## config.mk

```make
export PLATFORM = sky130hd
export DESIGN_NAME = pwc_counter
export DESIGN_NICKNAME = d
export VERILOG_FILES = /design/src/verilog/pwc_prescaler.v /design/src/verilog/pwc_counter.v
export VERILOG_INCLUDE_DIRS = /design/src /design/src/verilog
export SDC_FILE = /design/constraint.sdc
export NUM_CORES = 1
export LEC_CHECK = 0
export ABC_AREA = 1
export BUFFER_PORTS_ARGS = -buffer_cell sky130_fd_sc_hd__buf_2
export CAP_MARGIN = 15
export CORE_UTILIZATION = 55
export CTS_BUF_LIST = sky130_fd_sc_hd__clkbuf_4
export CTS_CLUSTER_DIAMETER = 80
export DETAILED_ROUTE_END_ITERATION = 7
export MAX_ROUTING_LAYER = met4
export PLACE_DENSITY = 0.77
export SETUP_SLACK_MARGIN = 0.5
export SLEW_MARGIN = 20
export SYNTH_ARGS = -nofsm -noshare
export SYNTH_HDL_FRONTEND = slang
export SYNTH_SLANG_ARGS = --single-unit
```

## constraint.sdc

```tcl
create_clock -name mclk -period 2.7 [get_ports mclk]
set_clock_uncertainty 0.1 [all_clocks]
set_input_delay 0 -clock mclk [delete_from_list [all_inputs] [get_ports mclk]]
set_output_delay 0 -clock mclk [all_outputs]
set_load 0.05 [all_outputs]
```

## src/verilog/pwc_regs.vh

```
// Register offsets, field positions, reset values and prescaler constants for the periodic wakeup counter.
// Assumes a simple one-cycle register port and one system clock with clock-enable style source ticks.
//
// Functional notes
// - Eight-bit up-counter compared with eight-bit modulo gives one periodic interrupt.
// - Counter keeps running in wait state when enabled beforehand.
// - Counter keeps running in stop2 and stop3, can wake processor.
// - Low power source usable in stop2 and stop3; others only in stop3.
// - With no clock source running, no wakeup from stop is possible.
// - Counting freezes while background debug mode is active.
// - After debug, counting continues from frozen value unless reconfigured.
// - Flag bit 7 sets on match; write one clears; reset clears.
// - Source select bits 6:5: 00 low power, 01 external, 1x internal.
// - Changed source select clears prescaler and counter.
// - Enable bit 4 gates flag onto interrupt request; reset clears.
// - Prescale select bits 3:0 reset to zero; change clears prescaler and counter.
// - Prescale zero is off; 1..15 pick binary or decimal divisors by row.
// - On match count returns to zero and flag sets; modulo zero flags each tick.
// - Modulo write clears prescaler and counter; reset sets modulo zero.
// - Count register is read-only and resets to zero.
`ifndef PWC_REGS_VH
`define PWC_REGS_VH

// ============================================================
// Register map (word index on the plain port)
`define PWC_ADDR_W 2
`define PWC_OFF_STATUS_CONTROL 2'h0
`define PWC_OFF_COUNT 2'h1
`define PWC_OFF_MODULO 2'h2
`define PWC_OFF_IRQ_MASK 2'h3

// ============================================================
// Status/control fields
`define PWC_FLAG_BIT 7
`define PWC_SRC_HI 6
`define PWC_SRC_LO 5
`define PWC_IE_BIT 4
`define PWC_PS_HI 3
`define PWC_PS_LO 0

// ============================================================
// Reset values
`define PWC_RST_SRC 2'h0
`define PWC_RST_PS 4'h0
`define PWC_RST_MOD 8'h00
`define PWC_RST_CNT 8'h00
`define PWC_RST_MASK 1'h1

// ============================================================
// Prescaler
`define PWC_PRE_W 18
`define PWC_SRC_LPO 2'h0
`define PWC_SRC_EXT 2'h1

`endif

```

## src/verilog/pwc_prescaler.v

```verilog
// Prescaler: counts source ticks and emits one pulse each time the selected divisor is reached.
// Assumes src_tick is a one-cycle pulse on mclk, one per rising edge of the chosen source.
`timescale 1ns/1ps
`default_nettype none
`include "pwc_regs.vh"

module pwc_prescaler (
	// Clock and reset
	input wire mclk,
	input wire resetn,
	// Control
	input wire clear,
	input wire freeze,
	input wire row_sel,
	input wire [3:0] prescale_select,
	input wire src_tick,
	// Output
	output reg out_tick
);

	reg [`PWC_PRE_W-1:0] div_count;
	reg [`PWC_PRE_W-1:0] divisor;

	// ============================================================
	// Divisor table
	always @* begin
		divisor = 18'h00001;
		case ({row_sel, prescale_select})
		5'h01: divisor = 18'h00008;
		5'h02: divisor = 18'h00020;
		5'h03: divisor = 18'h00040;
		5'h04: divisor = 18'h00080;
		5'h05: divisor = 18'h00100;
		5'h06: divisor = 18'h00200;
		5'h07: divisor = 18'h00400;
		5'h08: divisor = 18'h00001;
		5'h09: divisor = 18'h00002;
		5'h0A: divisor = 18'h00004;
		5'h0B: divisor = 18'h0000A;
		5'h0C: divisor = 18'h00010;
		5'h0D: divisor = 18'h00064;
		5'h0E: divisor = 18'h001F4;
		5'h0F: divisor = 18'h003E8;
		5'h11: divisor = 18'h00400;
		5'h12: divisor = 18'h00800;
		5'h13: divisor = 18'h01000;
		5'h14: divisor = 18'h02000;
		5'h15: divisor = 18'h04000;
		5'h16: divisor = 18'h08000;
		5'h17: divisor = 18'h10000;
		5'h18: divisor = 18'h003E8;
		5'h19: divisor = 18'h007D0;
		5'h1A: divisor = 18'h01388;
		5'h1B: divisor = 18'h02710;
		5'h1C: divisor = 18'h04E20;
		5'h1D: divisor = 18'h0C350;
		5'h1E: divisor = 18'h186A0;
		5'h1F: divisor = 18'h30D40;
		default: divisor = 18'h00001;
		endcase
	end

	always @(posedge mclk or negedge resetn) begin
		if (!resetn) begin
			div_count <= 18'h00000;
			out_tick <= 1'b0;
		end else if (clear || prescale_select == `PWC_RST_PS) begin
			// Off or reconfigured: hold at zero
			div_count <= 18'h00000;
			out_tick <= 1'b0;
		end else if (freeze) begin
			out_tick <= 1'b0;
		end else if (src_tick) begin
			if (div_count == divisor - 18'h00001) begin
				div_count <= 18'h00000;
				out_tick <= 1'b1;
			end else begin
				div_count <= div_count + 18'h00001;
				out_tick <= 1'b0;
			end
		end else begin
			out_tick <= 1'b0;
		end
	end

endmodule // pwc_prescaler
`default_nettype wire

```

## src/verilog/pwc_counter.v

```verilog
// Periodic wakeup counter top: registers, source selection, counter, compare and interrupt.
// Assumes sources arrive as raw clocks from other domains; they are synchronised and edge-detected
// here, so each source must be well below half of mclk. Wait and stop need no special logic.
`timescale 1ns/1ps
`default_nettype none
`include "pwc_regs.vh"

module pwc_counter (
	// Clock and reset
	input wire mclk,
	input wire resetn,
	// Register port
	input wire [`PWC_ADDR_W-1:0] addr,
	input wire [7:0] wdata,
	input wire wr,
	input wire rd,
	output reg [7:0] rdata,
	// Clock sources
	input wire low_power_osc,
	input wire external_ref_clock,
	input wire internal_ref_clock,
	input wire [2:0] source_running,
	// Mode
	input wire debug_active,
	// Interrupt
	output reg irq
);

	reg match_flag;
	reg match_irq_enable;
	reg [1:0] source_select;
	reg [3:0] prescale_select;
	reg [7:0] modulo_reg;
	reg [7:0] count_reg;
	reg irq_mask;
	reg [2:0] sync1;
	reg [2:0] sync2;
	reg [2:0] sync3;
	reg debug_s1;
	reg debug_s2;
	reg src_tick;
	reg next_src_tick;
	wire [2:0] src_rise;
	wire [2:0] src_raw;
	wire pre_tick;
	wire wr_sc;
	wire wr_mod;
	wire clear_all;
	wire match;

	assign src_raw = {internal_ref_clock, external_ref_clock, low_power_osc};
	assign wr_sc = wr && addr == `PWC_OFF_STATUS_CONTROL;
	assign wr_mod = wr && addr == `PWC_OFF_MODULO;

	// ============================================================
	// Source synchronisers and edge detect
	genvar gi;
	generate
		for (gi = 0; gi < 3; gi = gi + 1) begin : g_sync
			always @(posedge mclk or negedge resetn) begin
				if (!resetn) begin
					sync1[gi] <= 1'b0;
					sync2[gi] <= 1'b0;
					sync3[gi] <= 1'b0;
				end else begin
					sync1[gi] <= src_raw[gi];
					sync2[gi] <= sync1[gi];
					sync3[gi] <= sync2[gi];
				end
			end
			// A source that is not running yields no edges
			assign src_rise[gi] = sync2[gi] && !sync3[gi] && source_running[gi];
		end
	endgenerate

	// Source choice: 1x picks internal
	always @* begin
		case (source_select)
		`PWC_SRC_LPO: next_src_tick = src_rise[0];
		`PWC_SRC_EXT: next_src_tick = src_rise[1];
		default: next_src_tick = src_rise[2];
		endcase
	end

	always @(posedge mclk or negedge resetn) begin
		if (!resetn) begin
			src_tick <= 1'b0;
			debug_s1 <= 1'b0;
			debug_s2 <= 1'b0;
		end else begin
			src_tick <= next_src_tick;
			debug_s1 <= debug_active;
			debug_s2 <= debug_s1;
		end
	end

	// ============================================================
	// Reconfiguration clears prescaler and counter
	assign clear_all = wr_mod ||
		(wr_sc && (wdata[`PWC_SRC_HI:`PWC_SRC_LO] != source_select ||
		wdata[`PWC_PS_HI:`PWC_PS_LO] != prescale_select));

	pwc_prescaler u_pre (
		.mclk(mclk),
		.resetn(resetn),
		.clear(clear_all),
		.freeze(debug_s2),
		.row_sel(source_select[0]),
		.prescale_select(prescale_select),
		.src_tick(src_tick),
		.out_tick(pre_tick)
	);

	// ============================================================
	// Counter and compare
	assign match = count_reg == modulo_reg;

	always @(posedge mclk or negedge resetn) begin
		if (!resetn) begin
			count_reg <= `PWC_RST_CNT;
		end else if (clear_all) begin
			count_reg <= 8'h00;
		end else if (pre_tick && !debug_s2) begin
			// Frozen in debug; keeps value for resume
			if (match) begin
				count_reg <= 8'h00;
			end else begin
				count_reg <= count_reg + 8'h01;
			end
		end
	end

	// ============================================================
	// Registers
	always @(posedge mclk or negedge resetn) begin
		if (!resetn) begin
			match_flag <= 1'b0;
			match_irq_enable <= 1'b0;
			source_select <= `PWC_RST_SRC;
			prescale_select <= `PWC_RST_PS;
			modulo_reg <= `PWC_RST_MOD;
			irq_mask <= `PWC_RST_MASK;
		end else begin
			if (pre_tick && !debug_s2 && !clear_all && match) begin
				// Set wins over a simultaneous clear whose write keeps source and prescale unchanged
				match_flag <= 1'b1;
			end else if (wr_sc && wdata[`PWC_FLAG_BIT]) begin
				match_flag <= 1'b0;
			end
			if (wr_sc) begin
				match_irq_enable <= wdata[`PWC_IE_BIT];
				source_select <= wdata[`PWC_SRC_HI:`PWC_SRC_LO];
				prescale_select <= wdata[`PWC_PS_HI:`PWC_PS_LO];
			end
			if (wr_mod) begin
				modulo_reg <= wdata;
			end
			if (wr && addr == `PWC_OFF_IRQ_MASK) begin
				irq_mask <= wdata[0];
			end
		end
	end

	// ============================================================
	// Read port and interrupt; count writes are ignored
	always @(posedge mclk or negedge resetn) begin
		if (!resetn) begin
			rdata <= 8'h00;
			irq <= 1'b0;
		end else begin
			// Flag gated by enable and mask
			irq <= match_flag && match_irq_enable && irq_mask;
			if (rd) begin
				case (addr)
				`PWC_OFF_STATUS_CONTROL: rdata <= {match_flag, source_select, match_irq_enable, prescale_select};
				`PWC_OFF_COUNT: rdata <= count_reg;
				`PWC_OFF_MODULO: rdata <= modulo_reg;
				`PWC_OFF_IRQ_MASK: rdata <= {7'h00, irq_mask};
				default: rdata <= 8'h00;
				endcase
			end else begin
				rdata <= 8'h00;
			end
		end
	end

endmodule // pwc_counter
`default_nettype wire

```

==> impl_metrics.tcl <==
set metrics [dict create \
    cp-end-kind "register" \
    cts_tree "done" \
    synth_cells 655 \
    power_frac_comb 0.467 \
    dieWidth_um 93.7 \
    critical_path_arrival_ps 2880 \
    synth.area.top_cells "sky130_fd_sc_hd__dfrtp_1 (35%), sky130_fd_sc_hd__nand2_1 (16%), sky130_fd_sc_hd__inv_1 (6.1%), sky130_fd_sc_hd__nor2_1 (6.0%), sky130_fd_sc_hd__xor2_1 (4.4%)" \
    cp_cell_sequence "buf_4 > ha_4 > inv_1 > nand2_1 > nand3_1 > nand2_4 > inv_4 > nand3_4 > nand2_1 > nand2_1 > nand2_1 > nand2_1 > nor2_1 > nand2_1 > nor3_4 > nand2_4 > buf_12 > nand2_1 > nand2_1" \
    run_status "complete, no violations" \
    placement_rows 33 \
    min-delay-path-class "input port to register" \
    cts_num_sinks 65 \
    fin_crit_sh 0.985 \
    drive_gt1_frac 0.273 \
    powerDensity_mw_per_mm2 565 \
    post_synth_most_frequent_cells "sky130_fd_sc_hd__nand2_1 (200), sky130_fd_sc_hd__inv_1 (75), sky130_fd_sc_hd__nor2_1 (74)" \
    synth-adder-area-share 0.0216 \
    cts.reportedPaths.clkPinSlew_ps 120 \
    worstPathRequired_ps 2920 \
    average_detailed_routed_wire_length_per_instance_um 15.8 \
    cts_buffer_depth 2 \
    async_flop_share 1.00 \
    post_synth.cell_area_avg_um2 7.06 \
    critical_path.most_common_cell "sky130_fd_sc_hd__nand2_1" \
    total_leakage_power_nw 2.95 \
    synthesis.yosys.warnings 0 \
    critical_path_buf_inv_count 4 \
    critical_path.max_fanout 10 \
    synth-edff-count 0 \
    crit_path_top_delay_cell "sky130_fd_sc_hd__dfrtp_2" \
    detail_route.drc_violations 0 \
    post_synth_instance_area_mm2 0.00463 \
    simple_gate_area_share_of_the_yosys_netlist 0.399 \
    report.final.hold_viol_count 0 \
    clk_root_buffer_cell "sky130_fd_sc_hd__clkbuf_4" \
    via_per_inst 5.63 \
    drt_iter0_markers 445 \
    yosys.area_share.xor_xnor 0.0549 \
    crit_path_start_kind "register" \
    nNetsFinal 774 \
    r2r_setup_slack_ps 40 \
    finish_stage_setup_viols 0 \
    placement_setup_slack_ps -64.8 \
    placedCellCount 797 \
    yosys.area.top_type_share 0.346 \
    seq_power_share 0.328 \
    clkPwrFrac 0.206 \
    fmax_mhz 376 \
    wl_um 13500 \
    setup.worst_path.class "register to register" \
    report.power.total_mw 3.35 \
    clk_latency_ps 430 \
    gr-total-overflow 0 \
    post-synth-top-count-cell "sky130_fd_sc_hd__nand2_1" \
    fin_setup_tns_ps 0 \
    p_int_mw 1.93 \
    ys_seq_area_frac 0.352 \
    h-tree-depth 3 \
    fp.dieH_um 93.7 \
    grt_first_pass_wirelength_um 21000 \
    design.die.area_mm2 0.00878 \
    timing_max_transition_violations_final 0 \
    synth_top_family_by_area "simple AND/OR/NAND/NOR gates" \
    diodes 0 \
    cp_slowest_stage_delay_ps 470 \
    synth_fp_nets 684 \
    timing.critical_path.max_delay_family "simple AND/OR/NAND/NOR gates" \
    pin_count_of_the_biggest_net_entering_global_routing 37 \
    first_global_vias 4503 \
    synth_mux_area_frac 0 \
    core_outline_area_mm2 0.00818 \
    layout.cells.non_filler 855 \
    number_of_antenna_violations_at_the_first_check_in_global_routing 0 \
    synth_compound_area_frac 0.0827 \
    register_bit_total_from_synthesis 65 \
    net-switching-power_mw 1.42 \
    grtUsageTotal 0.318 \
    pre_antenna_drt_iters 7 \
    design.portCount 30 \
    tightestPinTransition_ps 748 \
    ant_nets 0 \
    p_sw_frac 0.424 \
    synth_cell_type_count 41 \
    maxCapViolations 0 \
    dpl.hpwl_um 8530 \
    yosysTopAreaCell "sky130_fd_sc_hd__dfrtp_1" \
    layout_min_cycle_time_ps 2660 \
    final_critical_path_setup_slack_ps 40.7 \
    io_buffers 29 \
    cts_inserted_buffers 9 \
    ys.flop_type "sky130_fd_sc_hd__dfrtp_1" \
    rsz0062_at_grt "yes" \
    area_growth_syn_to_layout_pct 28.2 \
    globalplace.congestion 0.956 \
    initial_core_util 0.566 \
    vias 4810 \
    timing.slew.headroom 0.501 \
    register_with_the_most_flip_flops "u_pre.div_count" \
    ir_worst_vdd_v 0.000451 \
    largest_register_ff_count 18 \
]
power by group through the flow:
stage	clock network [mW]	logic [mW]	registers [mW]
2_1_floorplan	0	0.848	1.12
3_3_place_gp	0	1.13	1.11
3_5_place_dp	0	1.14	1.12
4_1_cts	0.694	1.33	1.10
5_1_grt	0.732	1.69	1.10
6_report	0.689	1.56	1.10
layer usage:
layer / vias up / share of wire / track usage
met3: 66 / 0.078 / 0.0461
met4: 0 / 0.039 / 0.136
met1: 2218 / 0.41 / 0.398
met2: 275 / 0.48 / 0.515
li1: 2251 / - / -
met5: - / 0 / -
cells by family after synthesis:
family | Yosys count
adders and majority gates | 8
AOI/OAI and AO/OA | 65
DFF | 65
and+or+nand+nor | 392
buffers and inverters | 96
xor gates and xnor gates | 29
worst min-delay path, delay by kind of cell:
family,cells,cell delay [ps]
AO/OA/AOI/OAI,1,70
AND/OR/NAND/NOR,3,290
buffers and inverters,2,150
placed cells by master, fill, tap and decap left out, types with 3 or more instances in the layout:
cell	Yosys	layout
sky130_fd_sc_hd__nand2_1	200	183
sky130_fd_sc_hd__inv_1	75	73
sky130_fd_sc_hd__nor2_1	74	66
sky130_fd_sc_hd__dfrtp_1	64	60
sky130_fd_sc_hd__nand3_1	40	35
sky130_fd_sc_hd__buf_4	1	35
sky130_fd_sc_hd__buf_2	4	29
sky130_fd_sc_hd__o21ai_0	32	28
sky130_fd_sc_hd__nand2_2	14	24
sky130_fd_sc_hd__xor2_1	23	23
sky130_fd_sc_hd__dlygate4sd3_1	0	23
sky130_fd_sc_hd__nand2_4	15	22
sky130_fd_sc_hd__nor2_4	4	13
sky130_fd_sc_hd__clkbuf_4	0	11
sky130_fd_sc_hd__nand3_2	7	8
sky130_fd_sc_hd__nor3_1	10	8
sky130_fd_sc_hd__nor2_2	8	7
sky130_fd_sc_hd__a21oi_1	8	6
sky130_fd_sc_hd__xnor2_1	6	6
sky130_fd_sc_hd__inv_4	1	5
sky130_fd_sc_hd__nand4_1	5	5
sky130_fd_sc_hd__buf_12	1	5
sky130_fd_sc_hd__nand3_4	0	4
sky130_fd_sc_hd__a21oi_2	3	4
sky130_fd_sc_hd__o21ai_2	0	4
sky130_fd_sc_hd__o22ai_2	0	4
sky130_fd_sc_hd__ha_4	0	4
sky130_fd_sc_hd__dfrtp_2	0	4
sky130_fd_sc_hd__inv_2	5	3
sky130_fd_sc_hd__a31oi_1	3	3
sky130_fd_sc_hd__a221oi_1	3	3
sky130_fd_sc_hd__a211oi_1	4	3
sky130_fd_sc_hd__o22ai_1	7	3
sky130_fd_sc_hd__nand3b_1	3	3
sky130_fd_sc_hd__nor3b_1	4	3
final cells by class:
class / instances / area (um^2)
inverter: 81 / 317
tap: 105 / 131
fill: 625 / 2240
clock inverter: 5 / 57.6
sequential: 65 / 1630
multi-input combinational: 494 / 2950
timing repair buffer: 94 / 764
clock buffer: 11 / 82.6
worst paths after layout:
path | endpoint | depth (start not counted) | from
max | u_pre.div_count[5] | 19 | prescale_select[1]
min | modulo_reg[1] | 6 | addr[0]
max reg2reg | u_pre.div_count[5] | 19 | prescale_select[1]
min reg2reg | debug_s2 | 0 | debug_s1
max in group asynchronous | sync3[1] | 3 | resetn
min in group asynchronous | prescale_select[3] | 2 | resetn
per-stage QoR:
stage / hold WS (ps) / area [um^2] / utilization
3_3_place_gp: -8.40 / 5060 / 0.619
5_1_grt: 90.5 / 5930 / 0.725
3_5_place_dp: 4.17 / 5060 / 0.619
4_1_cts: 9.08 / 5680 / 0.695
2_1_floorplan: -396 / 4680 / -
6_report: 19.3 / 5930 / 0.725
repair_timing:
item,4_1_cts,5_1_grt
buffers inserted,13,6
endpoints found under the hold margin,59,0
resized for setup,38,47
setup endpoints to repair,26,29
pin swaps,13,17
hold buffers,23,0
(Power assumes the default switching activity.)
